`config.mk`:
```
export PLATFORM = sky130hd
export DESIGN_NAME = dtd_top
export DESIGN_NICKNAME = d
export VERILOG_FILES = /design/src/dtd_pkg.sv /design/src/dtd_sine_if.sv /design/src/dtd_top.sv /design/src/dtd_sync.sv /design/src/dtd_sine.sv
export VERILOG_INCLUDE_DIRS = /design/src
export SDC_FILE = /design/constraint.sdc
export NUM_CORES = 2
export LEC_CHECK = 0
export BUFFER_PORTS_ARGS = -buffer_cell sky130_fd_sc_hd__buf_2
export CAP_MARGIN = 20
export CORE_MARGIN = 4
export CORE_UTILIZATION = 50
export DETAILED_ROUTE_END_ITERATION = 8
export PLACE_DENSITY = 0.66
export SLEW_MARGIN = 20
export SYNTH_ARGS = -nofsm -noshare
export SYNTH_HDL_FRONTEND = slang
export SYNTH_SLANG_ARGS = --single-unit
```
`constraint.sdc`:
```
create_clock -name pclk -period 14.7 [get_ports pclk]
set_input_delay 2.94 -clock pclk [delete_from_list [all_inputs] [get_ports pclk]]
set_output_delay 2.94 -clock pclk [all_outputs]
set_load 0.05 [all_outputs]
```
`src/dtd_map.svh`:
```
// Purpose: register map, field positions and constants of the toggle/dither block
// Assumes: byte addresses on an 8-bit APB address, one 32-bit word per register
// Notes: definitions only
`ifndef DTD_MAP_SVH
`define DTD_MAP_SVH

// ==========================================================
// register offsets
`define DTD_ADDR_AB 8'h00
`define DTD_ADDR_TB 8'h04
`define DTD_ADDR_EN 8'h08
`define DTD_ADDR_STAT 8'h0C
`define DTD_RGN_CTRL 3'h0
`define DTD_RGN_SET 3'h1
`define DTD_RGN_CODE 3'h2
`define DTD_RGN_OUT 3'h3

// ==========================================================
// channel setting fields
`define DTD_SET_W 14
`define DTD_SET_TDSEL 5:4
`define DTD_SET_MODE 6
`define DTD_SET_PER 10:8
`define DTD_SET_PH 13:12
`define DTD_TDSEL_SW 2'h0
`define DTD_TDSEL_PIN0 2'h1
`define DTD_TDSEL_PIN1 2'h2
`define DTD_TDSEL_PIN2 2'h3

// ==========================================================
// reset values and arithmetic constants
`define DTD_RST_BYTE 8'h00
`define DTD_RST_SET 14'h0000
`define DTD_RST_CODE 16'h0000
`define DTD_RST_POS 6'h00
`define DTD_CODE_MAX 16'hFFFF
`define DTD_SINE_FRAC 5
`define DTD_SINE_ONE 7'sh20
`define DTD_PER_MAX 3'h4
`define DTD_STEP_FULL 6'h10
`define DTD_STEP_MIN 6'h01
`define DTD_QUARTER 5'h10
`define DTD_POS_PEAK 6'h10
`define DTD_POS_TROUGH 6'h30

`endif

```
`src/dtd_pkg.sv`:
```
// Purpose: shared types of the toggle/dither block
// Assumes: nothing
// Notes: numeric constants live in dtd_map.svh
package dtd_pkg;

  typedef enum logic [1:0]
  {
    DTD_CH_IDLE = 2'h0,
    DTD_CH_RUN = 2'h1,
    DTD_CH_DRAIN = 2'h3
  } dtd_chst_e;

  typedef enum logic
  {
    DTD_MODE_TOGGLE = 1'h0,
    DTD_MODE_DITHER = 1'h1
  } dtd_mode_e;

  typedef logic [15:0] dtd_code_t;
  typedef logic signed [6:0] dtd_sine_t;

endpackage : dtd_pkg

```
`src/dtd_sine_if.sv`:
```
// Purpose: carries a sine table position and the looked-up sample
// Assumes: 64-step position around one full period
// Notes: none
`timescale 1ns/1ps
interface dtd_sine_if;
  import dtd_pkg::*;
  logic [5:0] pos;
  dtd_sine_t val;
  modport lookup (input pos, output val);
  modport user (output pos, input val);
endinterface : dtd_sine_if

```
`src/dtd_top.sv`:
```
// Purpose: eight-channel toggle/dither code selection behind an APB slave
// Assumes: toggle pins and frame-end pin asynchronous, sampled by pclk
// Notes: one converter code per channel on dac_code
// Contract
// - each channel picks toggle or dither alone
// - two codes kept; clock selects A or B
// - toggle clock from pin 0-2 or soft bit
// - clock high gives A, low gives B
// - output follows both clock edges
// - enable register zero stops all toggling
// - A/B select bit steers code writes
// - mode 0, source 11 selects pin 2
// - enable bit per channel starts toggle/dither
// - dither samples are sine from table
// - dither clock from pin or soft bit
// - per-channel period and initial phase
// - output is A plus B times sample
// - new dither sample on rising edge
// - quarter table from 0 up to 1
// - mode 1, source 10 selects pin 1
// - toggle disabled connects register A at once
// - dither disabled finishes cycle then A
// - soft toggle bit changes at frame end
//
// The address map and register access over APB were chosen for this implementation.
`timescale 1ns/1ps
`include "dtd_map.svh"
module dtd_top
  import dtd_pkg::*;
#(
  parameter int NCH = 8
) (
  input wire logic pclk,
  input wire logic presetn,
  input wire logic [7:0] paddr,
  input wire logic psel,
  input wire logic penable,
  input wire logic pwrite,
  input wire logic [31:0] pwdata,
  output logic [31:0] prdata,
  output logic pready,
  output logic pslverr,
  input wire logic [2:0] toggle_pin,
  input wire logic chip_select_load,
  output logic [NCH-1:0][15:0] dac_code
);

  // ==========================================================
  // helpers
  function automatic logic addr_hit(input logic [7:0] a);
    logic h;
    h = (a[1:0] == 2'h0) && (a[7:5] != `DTD_RGN_CTRL) && (a[7:5] <= `DTD_RGN_OUT);
    h = h || (a == `DTD_ADDR_AB) || (a == `DTD_ADDR_TB) || (a == `DTD_ADDR_EN) || (a == `DTD_ADDR_STAT);
    return h;
  endfunction : addr_hit

  function automatic logic [5:0] per_step(input logic [2:0] per);
    logic [5:0] s;
    s = (per > `DTD_PER_MAX) ? `DTD_STEP_MIN : 6'(`DTD_STEP_FULL >> per);
    return s;
  endfunction : per_step

  function automatic dtd_code_t dith_code(input dtd_code_t a, input dtd_code_t b, input dtd_sine_t d);
    logic signed [23:0] prod;
    logic signed [24:0] sum;
    dtd_code_t r;
    prod = $signed({1'b0, b}) * d;
    sum = $signed({9'h000, a}) + 25'(prod >>> `DTD_SINE_FRAC);
    if (sum < 0)
      r = `DTD_RST_CODE;
    else if (sum > $signed({9'h000, `DTD_CODE_MAX}))
      r = `DTD_CODE_MAX;
    else
      r = sum[15:0];
    return r;
  endfunction : dith_code

  // ==========================================================
  // pin synchronisers and frame end
  logic [3:0] pins_s;
  logic cs_prev_r;
  logic cs_rise;

  dtd_sync #(.W(4)) u_sync (
    .pclk(pclk),
    .presetn(presetn),
    .d({chip_select_load, toggle_pin}),
    .q(pins_s)
  );

  assign cs_rise = pins_s[3] && !cs_prev_r;

  // ==========================================================
  // registers
  logic [7:0] ab_r, ab_nxt;
  logic [7:0] tb_pend_r, tb_pend_nxt;
  logic [7:0] tb_live_r, tb_live_nxt;
  logic [7:0] en_r, en_nxt;
  logic [NCH-1:0][`DTD_SET_W-1:0] set_r, set_nxt;
  logic [NCH-1:0][15:0] reg_a_r, reg_a_nxt;
  logic [NCH-1:0][15:0] reg_b_r, reg_b_nxt;
  logic [31:0] prdata_r, prdata_nxt;
  logic err_r, err_nxt;
  logic wr;
  logic [2:0] wch;
  dtd_chst_e [NCH-1:0] st_r;

  assign wr = psel && penable && pwrite && addr_hit(paddr);
  assign wch = paddr[4:2];

  always_comb
  begin
    ab_nxt = ab_r;
    tb_pend_nxt = tb_pend_r;
    tb_live_nxt = cs_rise ? tb_pend_r : tb_live_r;
    en_nxt = en_r;
    set_nxt = set_r;
    reg_a_nxt = reg_a_r;
    reg_b_nxt = reg_b_r;
    prdata_nxt = prdata_r;
    err_nxt = err_r;
    if (wr)
    begin
      if (paddr == `DTD_ADDR_AB)
        ab_nxt = pwdata[7:0];
      if (paddr == `DTD_ADDR_TB)
        tb_pend_nxt = pwdata[7:0];
      if (paddr == `DTD_ADDR_EN)
        en_nxt = pwdata[7:0];
      if (paddr[7:5] == `DTD_RGN_SET)
        set_nxt[wch] = pwdata[`DTD_SET_W-1:0];
      if (paddr[7:5] == `DTD_RGN_CODE)
      begin
        if (ab_r[wch])
          reg_b_nxt[wch] = pwdata[15:0];
        else
          reg_a_nxt[wch] = pwdata[15:0];
      end
    end
    if (psel && !penable)
    begin
      err_nxt = !addr_hit(paddr);
      prdata_nxt = '0;
      if (paddr == `DTD_ADDR_AB)
        prdata_nxt[7:0] = ab_r;
      if (paddr == `DTD_ADDR_TB)
        prdata_nxt[15:0] = {tb_live_r, tb_pend_r};
      if (paddr == `DTD_ADDR_EN)
        prdata_nxt[7:0] = en_r;
      if (paddr == `DTD_ADDR_STAT)
        for (int c = 0; c < NCH; c++)
          prdata_nxt[c] = (st_r[c] != DTD_CH_IDLE);
      if (paddr[7:5] == `DTD_RGN_SET)
        prdata_nxt[`DTD_SET_W-1:0] = set_r[wch];
      if (paddr[7:5] == `DTD_RGN_CODE)
        prdata_nxt = {reg_b_r[wch], reg_a_r[wch]};
      if (paddr[7:5] == `DTD_RGN_OUT)
        prdata_nxt[15:0] = dac_code[wch];
    end
  end

  always_ff @(posedge pclk or negedge presetn)
  begin
    if (!presetn)
    begin
      ab_r <= `DTD_RST_BYTE;
      tb_pend_r <= `DTD_RST_BYTE;
      tb_live_r <= `DTD_RST_BYTE;
      en_r <= `DTD_RST_BYTE;
      set_r <= '0;
      reg_a_r <= '0;
      reg_b_r <= '0;
      prdata_r <= '0;
      err_r <= 1'b0;
      cs_prev_r <= 1'b0;
    end
    else
    begin
      ab_r <= ab_nxt;
      tb_pend_r <= tb_pend_nxt;
      tb_live_r <= tb_live_nxt;
      en_r <= en_nxt;
      set_r <= set_nxt;
      reg_a_r <= reg_a_nxt;
      reg_b_r <= reg_b_nxt;
      prdata_r <= prdata_nxt;
      err_r <= err_nxt;
      cs_prev_r <= pins_s[3];
    end
  end

  assign prdata = prdata_r;
  assign pready = 1'b1;
  assign pslverr = psel && penable && err_r;

  // ==========================================================
  // channel engines
  logic [NCH-1:0] dither_clock_signal;
  logic [NCH-1:0] lvl_prev_r, lvl_prev_nxt;
  logic [NCH-1:0] rise;
  logic [NCH-1:0][5:0] n_r, n_nxt;
  logic [NCH-1:0][15:0] code_r, code_nxt;
  dtd_chst_e [NCH-1:0] st_nxt;
  dtd_sine_t [NCH-1:0] sine_val;

  dtd_sine_if sif[NCH]();

  for (genvar g = 0; g < NCH; g++)
  begin : g_ch
    dtd_sine u_sine (
      .sif(sif[g])
    );
    assign sif[g].pos = 6'(n_r[g] + {set_r[g][`DTD_SET_PH], 4'h0});
    assign sine_val[g] = sif[g].val;
  end

  always_comb
  begin
    lvl_prev_nxt = lvl_prev_r;
    n_nxt = n_r;
    code_nxt = code_r;
    st_nxt = st_r;
    dither_clock_signal = '0;
    rise = '0;
    for (int c = 0; c < NCH; c++)
    begin
      unique case (set_r[c][`DTD_SET_TDSEL])
        `DTD_TDSEL_SW: dither_clock_signal[c] = tb_live_r[c];
        `DTD_TDSEL_PIN0: dither_clock_signal[c] = pins_s[0];
        `DTD_TDSEL_PIN1: dither_clock_signal[c] = pins_s[1];
        `DTD_TDSEL_PIN2: dither_clock_signal[c] = pins_s[2];
      endcase
      rise[c] = dither_clock_signal[c] && !lvl_prev_r[c];
      lvl_prev_nxt[c] = dither_clock_signal[c];
      unique case (st_r[c])
        DTD_CH_IDLE:
        begin
          if (en_r[c] && set_r[c][`DTD_SET_MODE] == DTD_MODE_TOGGLE)
            code_nxt[c] = dither_clock_signal[c] ? reg_a_r[c] : reg_b_r[c];
          else
            code_nxt[c] = reg_a_r[c];
          n_nxt[c] = `DTD_RST_POS;
          if (en_r[c] && set_r[c][`DTD_SET_MODE] == DTD_MODE_DITHER)
            st_nxt[c] = DTD_CH_RUN;
        end
        DTD_CH_RUN:
        begin
          if (rise[c])
          begin
            code_nxt[c] = dith_code(reg_a_r[c], reg_b_r[c], sine_val[c]);
            n_nxt[c] = 6'(n_r[c] + per_step(set_r[c][`DTD_SET_PER]));
          end
          if (set_r[c][`DTD_SET_MODE] == DTD_MODE_TOGGLE)
            st_nxt[c] = DTD_CH_IDLE;
          else if (!en_r[c])
            st_nxt[c] = DTD_CH_DRAIN;
        end
        DTD_CH_DRAIN:
        begin
          if (set_r[c][`DTD_SET_MODE] == DTD_MODE_TOGGLE)
            st_nxt[c] = DTD_CH_IDLE;
          else if (en_r[c])
            st_nxt[c] = DTD_CH_RUN;
          else if (rise[c] && n_r[c] == `DTD_RST_POS)
          begin
            code_nxt[c] = reg_a_r[c];
            st_nxt[c] = DTD_CH_IDLE;
          end
          else if (rise[c])
          begin
            code_nxt[c] = dith_code(reg_a_r[c], reg_b_r[c], sine_val[c]);
            n_nxt[c] = 6'(n_r[c] + per_step(set_r[c][`DTD_SET_PER]));
          end
        end
        default: st_nxt[c] = DTD_CH_IDLE;
      endcase
    end
  end

  always_ff @(posedge pclk or negedge presetn)
  begin
    if (!presetn)
    begin
      lvl_prev_r <= '0;
      n_r <= '0;
      code_r <= '0;
      for (int c = 0; c < NCH; c++)
        st_r[c] <= DTD_CH_IDLE;
    end
    else
    begin
      lvl_prev_r <= lvl_prev_nxt;
      n_r <= n_nxt;
      code_r <= code_nxt;
      st_r <= st_nxt;
    end
  end

  assign dac_code = code_r;

  for (genvar g = 0; g < NCH; g++)
  begin : g_chk

  end
endmodule : dtd_top

```
`src/dtd_sync.sv`:
```
// Purpose: two-flop synchroniser for pin inputs
// Assumes: inputs asynchronous to pclk
// Notes: only the second stage is visible outside
`timescale 1ns/1ps
module dtd_sync #(
  parameter int W = 4
) (
  input wire logic pclk,
  input wire logic presetn,
  input wire logic [W-1:0] d,
  output logic [W-1:0] q
);

  logic [W-1:0] meta_r;
  logic [W-1:0] q_r;

  always_ff @(posedge pclk or negedge presetn)
  begin
    if (!presetn)
    begin
      meta_r <= '0;
      q_r <= '0;
    end
    else
    begin
      meta_r <= d;
      q_r <= meta_r;
    end
  end

  assign q = q_r;

endmodule : dtd_sync

```
`src/dtd_sine.sv`:
```
// Purpose: full-period sine samples built from a quarter-wave table
// Assumes: position counts 64 steps per period
// Notes: samples are signed with five fraction bits
`timescale 1ns/1ps
`include "dtd_map.svh"
module dtd_sine
  import dtd_pkg::*;
(
  dtd_sine_if.lookup sif
);

  // ==========================================================
  // quarter-wave magnitudes, one unit is 1/32
  function automatic logic [5:0] quarter_mag(input logic [4:0] idx);
    logic [5:0] m;
    m = 6'h00;
    unique case (idx)
      5'h00: m = 6'h00;
      5'h01: m = 6'h03;
      5'h02: m = 6'h06;
      5'h03: m = 6'h09;
      5'h04: m = 6'h0C;
      5'h05: m = 6'h0F;
      5'h06: m = 6'h12;
      5'h07: m = 6'h15;
      5'h08: m = 6'h18;
      5'h09: m = 6'h19;
      5'h0A: m = 6'h1B;
      5'h0B: m = 6'h1C;
      5'h0C: m = 6'h1E;
      5'h0D: m = 6'h1F;
      5'h0E: m = 6'h1F;
      5'h0F: m = 6'h20;
      5'h10: m = 6'h20;
      default: m = 6'h00;
    endcase
    return m;
  endfunction : quarter_mag

  // ==========================================================
  // symmetry: mirror odd quarters, negate second half
  logic [4:0] idx;
  logic [5:0] mag;

  always_comb
  begin
    idx = sif.pos[4] ? (`DTD_QUARTER - {1'b0, sif.pos[3:0]}) : {1'b0, sif.pos[3:0]};
    mag = quarter_mag(idx);
    sif.val = sif.pos[5] ? -$signed({1'b0, mag}) : $signed({1'b0, mag});
  end

endmodule : dtd_sine

```
After elaboration in Yosys (flattened, before gate mapping). Memory sizes are Yosys's and may differ from the RTL's. Index checks and enable logic that the tools add are counted.

Register bits after elaboration: 642. ROM bits: 1536. Memories kept: 8. Input port bits: 49.

Multiply operators: 8. Eq/ne operators: 94. Add/sub/neg operators: 40. Shift-type cells: 8. $lt $le $gt $ge: 27. Mux-type cells: 224. Reductions and logical operators: 129. Bitwise operators: 9.

Memory list: (name not given) (depth 32, width 6, read ports 1, clocked after Yosys merged registers in 0, wr ports 0, RTL line dtd_sine.sv:17) `unique case (idx)`; (name not given) (depth 32, width 6, read ports 1, clocked after Yosys merged registers in 0, wr ports 0, RTL line dtd_sine.sv:17); (name not given) (depth 32, width 6, read ports 1, clocked after Yosys merged registers in 0, wr ports 0, RTL line dtd_sine.sv:17); (name not given) (depth 32, width 6, read ports 1, clocked after Yosys merged registers in 0, wr ports 0, RTL line dtd_sine.sv:17); (name not given) (depth 32, width 6, read ports 1, clocked after Yosys merged registers in 0, wr ports 0, RTL line dtd_sine.sv:17); (name not given) (depth 32, width 6, read ports 1, clocked after Yosys merged registers in 0, wr ports 0, RTL line dtd_sine.sv:17); +2 memories.

Operators by type and width (number): 16-bit two-way mux (70); 16-bit one-hot mux with 3 select lines (8); 128-bit bitwise mux (2); 6-bit two-way mux (40); 17-bit by 7-bit multiplier with 24-bit output (8); 17-bit by 19-bit adder with 20-bit output (8); 20-bit by 17-bit greater-than comparator with 1-bit output (second input constant) (8); 20-bit by 1-bit less-than comparator with 1-bit output (second input constant) (8); 16-bit binary-select mux with 3-bit select (3); 6-bit one-hot mux with 3 select lines (8); 112-bit bitwise mux (1); 6-bit adder (16); 2-bit two-way mux (48); 2-bit inequality test (second input constant) (32); 7-bit two-way mux (8); 6-bit negation with 7-bit output (8); 3-bit AND reduction (18); 16-bit demux with 3-bit select (1); 2-bit == test (second input constant) (24); 6-bit logical NOT (8); 2-bit one-hot mux with 3 select lines (8); 5-bit by 3-bit right shift with 6-bit output (first input constant) (8); 14-bit binary-select mux with 3-bit select (1); 14-bit demux with 3-bit select (1); 29 further kinds (194).

Depth between registers and ports, before layout. An unclocked memory read counts as a cell.

Depth after elaboration: 16. Mapped depth: 49. Mapped depth without buffers: 46.

Cells and area by module. A second synthesis with hierarchy kept.

Cell total of the unflattened synthesis: 7866. Area total of the unflattened synthesis: 74366.3 sq um.

By module, submodules not included: dtd_top (times used 1, area each 69664.3 sq um, seq. area each 15865.2 sq um, cells each 7287); dtd_sine (g_ch[0].u_sine ...) (times used 7, area each 568.0 sq um, seq. area each 0.0 sq um, cells each 72); dtd_sine (g_ch[1].u_sine) (times used 1, area each 525.5 sq um, seq. area each 0.0 sq um, cells each 67); dtd_sync (times used 1, area each 200.2 sq um, seq. area each 200.2 sq um, cells each 8).

Least setup slack after synthesis. Ideal clock, no wire load.

Path type: register -> register. Start point: reg n_r[16] (netlist bit). End point: reg code_r, in the netlist dac_code[37]. Setup slack: 4448 ps. Path buffers: 3. Arrival time: 10187 ps. Library setup time: 66 ps. Cell stages (with the launch flop): 44. Path through: dfrtp_1 > ha_1 > clkbuf_1 > o21ai_0 > ha_1 > mux2_2 > o22ai_1 > a211oi_2 > clkbuf_1 > inv_1 > ha_1 > nor2b_1 > a41oi_2 > nor2b_1 > fa_1 > inv_1 > fa_1 > inv_1 > (+8 left out) > a221oi_1 > nor2_1 > o2111a_1 > or2_2 > xor2_1 > ha_1 > and2_1 > a22oi_1 > nor2b_1 > a21boi_0 > o21a_1 > nor2_1 > or4bb_1 > a31o_2 > o21a_1 > a31oi_1 > buf_4 > a211o_1.

Word-level cells in the longest chain between the ends: 15. Elaborated cells on any way between the ends: 18. Those cells by class: add/sub (3); mul (1); order compare (2); mux (9); reduce/logical (2); memory (1).

Ends and longest elaborated chain: from (decl) (RTL line dtd_top.sv:201) `logic [NCH-1:0][5:0] n_r, n_nxt;`; from (signal assigned) (RTL line dtd_top.sv:293) `n_r <= n_nxt;`; 6-bit adder (RTL line dtd_top.sv:213) `` assign sif[g].pos = 6'(n_r[g] + {set_r[g][`DTD_SET_PH], 4'h0}); ``; 5-bit two-way mux (RTL line dtd_sine.sv:47) `` idx = sif.pos[4] ? (`DTD_QUARTER - {1'b0, sif.pos[3:0]}) : {1'b0, sif.pos[3:0]}; ``; memory read 32 x 6 bit; 6-bit negation with 7-bit output (RTL line dtd_sine.sv:49) `sif.val = sif.pos[5] ? -$signed({1'b0, mag}) : $signed({1'b0, mag});`; 7-bit two-way mux (RTL line dtd_sine.sv:49); 17-bit by 7-bit multiplier with 24-bit output (RTL line dtd_top.sv:67) `prod = $signed({1'b0, b}) * d;`; 17-bit by 19-bit adder with 20-bit output (RTL line dtd_top.sv:68) `` sum = $signed({9'h000, a}) + 25'(prod >>> `DTD_SINE_FRAC); ``; 20-bit by 17-bit greater-than comparator with 1-bit output (RTL line dtd_top.sv:71) `` else if (sum > $signed({9'h000, `DTD_CODE_MAX})) ``; 16-bit two-way mux (RTL line dtd_top.sv:71); 16-bit two-way mux (RTL line dtd_top.sv:69) `if (sum < 0)`; 16-bit two-way mux (RTL line dtd_top.sv:269) `else if (rise[c])`; 16-bit two-way mux (RTL line dtd_top.sv:264) `` else if (rise[c] && n_r[c] == `DTD_RST_POS) ``; 16-bit two-way mux (RTL line dtd_top.sv:262) `else if (en_r[c])`; 16-bit two-way mux (RTL line dtd_top.sv:260) `` if (set_r[c][`DTD_SET_MODE] == DTD_MODE_TOGGLE) ``; 16-bit one-hot mux with 3 select lines * (RTL line dtd_top.sv:235) `unique case (st_r[c])`; to (signal assigned) (RTL line dtd_top.sv:294) `code_r <= code_nxt;`; to (decl) (RTL line dtd_top.sv:202) `logic [NCH-1:0][15:0] code_r, code_nxt;`.

Every way passes the cells marked *; elsewhere a longest branch is shown, timed or not. The select of a mux whose other input is x is not followed. A chain may end at the register's enable or synchronous reset.

Worst setup path after layout.
Start point: reg n_r[12] (netlist bit). End point: reg code_r, in the netlist dac_code[43].

Word-level cells in the longest chain between the ends: 16. Elaborated cells on any way between the ends: 19. Those cells by class: add/sub (4); mul (1); order compare (2); mux (9); reduce/logical (2); memory (1).

Ends and longest elaborated chain (RTL line): 6-bit adder (dtd_top.sv:213); 5-bit by 4-bit subtractor with 5-bit output (no line); 5-bit two-way mux (dtd_sine.sv:47); memory read 32 x 6 bit; 6-bit negation with 7-bit output (dtd_sine.sv:49); 7-bit two-way mux (dtd_sine.sv:49); 17-bit by 7-bit multiplier with 24-bit output (dtd_top.sv:67); 17-bit by 19-bit adder with 20-bit output (dtd_top.sv:68); 20-bit by 17-bit greater-than comparator with 1-bit output (dtd_top.sv:71); 16-bit two-way mux (dtd_top.sv:71); 16-bit two-way mux (dtd_top.sv:69); 16-bit two-way mux (dtd_top.sv:269); 16-bit two-way mux (dtd_top.sv:264); 16-bit two-way mux (dtd_top.sv:262); 16-bit two-way mux (dtd_top.sv:260); 16-bit one-hot mux with 3 select lines * (dtd_top.sv:235).

Marks and branches as above.

==> metrics.txt <==
hold violation count in the final report=0; cell mode on critical path=ha_1; # resized after CTS=0; Rows=141; R2R depth=43; IO buf count=193; HPWL Detailed=188,000 um; Max Buffers Root-to-Sink=3; crit path launch=n_r[12]; CP required=15.31 ns; Synth-to-Final Area Change=7.20%; Setup Skew=0.0418 ns; vias in the first global route=60,000; warning count from the yosys run=0; initial DRC count=5,771; CTS root buffer=clkbuf_16; die span in x=395 um; Slew HR=0.223; total gr overflow=0; post-synthesis sequential area ratio=0.215; P_leak=40.4 nW; Post-Syn Area per Cell=9.26 um^2; Antenna Nets Post-Route=0; routed len/inst=24.2 um; syn nets=9,350; Clk pwr share=0.500; commonest non-fill, non-tap cell in the layout=inv_1; routed vias/inst=6.14; vias=61,700; Max Slew Vio Count=0; gpl congestion=0.997; RSZ-0062 raised after global routing=no; top_reg_cell synth=dfrtp_1; Die Height=395 um; setup bufs post-CTS=0; layout net count=9,316; Die Area=0.156 mm^2; final worst path period share=0.813; asr flop ratio synth=1.00; core area=0.148 mm^2; Post-synth EDFFs=0; final wirelength=244,000 um; largest net degree at the start of global routing=180; reg2reg end=dac_code[43]; library cells used by synthesis=99; first-pass GRT wire length=370,000 um; total negative slack=0 ns; Worst EP arrival=12.57 ns; Pint=3.01 mW; critical path fanouts, max=18; crit-path max cell delay=0.81 ns; worst setup path end=dac_code[43]; Skew-Pair Late Insertion Delay=0.69 ns; DRC=0; Sw Share=0.253; Reg power frac=0.448; final core utilization=0.541; fmax=83.7 MHz; Post-Layout Cell Count=10,100; Initial Util=0.504; CP endpoint kind=flip-flop; type of origin of the critical path=flip-flop; TritonCTS Buffers=74; max cap viols=0; post-cts hold buffer count=0; peak supply drop=67.6 uV; All-Layer GR Usage=0.308; R2R Setup Slk=2.75 ns; outcome=finished, final reports clean; Inst Count DP=9,887; Slowest-stage cell, CP=a31oi_1; Worst Hold Class=reg -> reg; Slew @ Worst Pin=1.16 ns; # setup viols final=0; FF+latch count, synth=642; net switching power=1.02 mW; Cells after Synth=8,069; layout cell share with drive strength beyond 1=0.135; worst reg2reg path startpoint=n_r[12]; Period minus WS final=11.95 ns; part of the power in combinational logic=0.051; Worst-path clk slew=0.06 ns; CTS tree=built; io pins=211; Syn Std Cell Area=0.0747 mm^2; H-tree levels=3; commonest non-fill, non-tap cells in the layout=inv_1, ha_1, dfrtp_1; total power per unit cell area=50.2 mW/mm^2; clk sinks=642; DR pass1 iterations=6; initial antenna violation count=44; critical path type=reg -> reg
cell usage after synthesis, types with 13 or more instances:
cell | instances | area, um^2
inv_1 | 946 | 3550
ha_1 | 664 | 8310
dfrtp_1 | 642 | 16100
fa_1 | 568 | 11400
nand2_1 | 550 | 2060
nor2_1 | 511 | 1920
and2_1 | 435 | 2720
mux2_2 | 406 | 4570
a21oi_1 | 356 | 1780
o21ai_0 | 349 | 1750
clkbuf_1 | 302 | 1130
xnor2_1 | 224 | 1960
nor2b_1 | 214 | 1340
mux2i_1 | 172 | 1720
a21o_1 | 144 | 1080
mux4_2 | 136 | 3060
xor2_1 | 112 | 981
nand3_1 | 107 | 536
a31oi_1 | 105 | 657
nand2b_1 | 88 | 551
nor3_1 | 69 | 345
o21a_1 | 69 | 518
buf_1 | 65 | 244
o22ai_1 | 63 | 394
a211oi_1 | 55 | 413
or2_2 | 51 | 319
and3_1 | 45 | 282
o221ai_1 | 40 | 350
a22oi_1 | 37 | 278
o211ai_1 | 37 | 278
nor3b_1 | 35 | 263
nand4_1 | 33 | 206
a21boi_0 | 32 | 240
a211o_1 | 27 | 236
or3_1 | 24 | 150
buf_2 | 23 | 115
o21bai_1 | 23 | 173
nand3b_1 | 20 | 150
clkbuf_2 | 19 | 95.1
o31ai_1 | 15 | 113
a221o_1 | 13 | 130
a221oi_1 | 13 | 114
sequential cells by signal, summed over array words and instances, names as in the netlist:
register,count
ab_r,8
cs_prev_r,1
dac_code,128
en_r,8
err_r,1
lvl_prev_r,8
n_r,48
prdata,32
reg_a_r,128
reg_b_r,128
set_r,112
st_r,16
tb_live_r,8
tb_pend_r,8
u_sync.meta_r,4
u_sync.q,4
power groups by stage:
stage / logic [mW] / clock network [mW] / registers [mW]
after floorplan: 0.0994 / 0 / 1.83
after global placement: 0.201 / 0 / 1.83
after detailed placement: 0.203 / 0 / 1.83
after CTS: 0.204 / 2.02 / 1.80
after global routing: 0.219 / 2.09 / 1.80
final: 0.206 / 2.01 / 1.80
layer usage:
metal | vias up | GRT usage | wire, um
li1 | 27500 | - | -
met1 | 30700 | 0.432 | 102000
met2 | 2861 | 0.444 | 101000
met3 | 560 | 0.0736 | 26000
met4 | 12 | 0.158 | 14500
met5 | - | 0.00954 | 261
through the flow:
stage / cell area, um^2 / hold slack (ns) / setup WS, ns / total power [mW]
3_5_place_dp: 77400 / 0.336 / 2.89 / 2.04
5_1_grt: 80100 / 0.361 / 2.13 / 4.11
3_3_place_gp: 77400 / 0.334 / 2.97 / 2.03
6_report: 80100 / 0.351 / 2.75 / 4.02
2_1_floorplan: 74700 / 0.331 / 4.45 / 1.93
4_1_cts: 80000 / 0.352 / 2.85 / 4.03
logic make-up (layout without fill, tap and decap cells):
logic type,Yosys count,in the layout,share of synthesized area
flip-flops,642,642,0.215
XOR/XNOR,338,338,0.0400
multiplexers,715,715,0.126
buffers and inverters,1363,1389,0.0696
other,1,26,0.0000502
adder cells (fa/ha/maj),1232,1232,0.263
AO/OA/AOI/OAI,1541,1541,0.135
AND/OR/NAND/NOR,2237,2237,0.151
worst min path at each step:
stage                                 from  depth (start not counted)  slack (ns)     endpoint
after floorplan           u_sync.meta_r[0]                          0        0.33  u_sync.q[0]
after global placement    u_sync.meta_r[2]                          0        0.33  u_sync.q[2]
after detailed placement  u_sync.meta_r[1]                          0        0.34  u_sync.q[1]
after CTS                 u_sync.meta_r[3]                          0        0.35  u_sync.q[3]
after global routing      u_sync.meta_r[1]                          0        0.36  u_sync.q[1]
final                     u_sync.meta_r[3]                          0        0.35  u_sync.q[3]
cell type report:
cell class | instances | area (um^2)
Antenna cell | 25 | 62.6
Clock buffer | 103 | 2170
Clock inverter | 33 | 422
Fill cell | 13300 | 68100
Inverter | 946 | 3550
Multi-Input combinational cell | 6064 | 53500
Sequential cell | 642 | 16100
Tap cell | 1930 | 2410
Timing Repair Buffer | 307 | 1870
worst max-delay path: cells and delay by family (launching register included):
kind	cells	cell delay [ns]
mux	1	0.17
buf+inv	5	0.62
simple gates	11	2.20
xor+xnor	1	0.16
flops	1	0.55
compound gates	16	4.46
fa+ha+maj	9	3.76
Power figures use the tool's default switching activity.
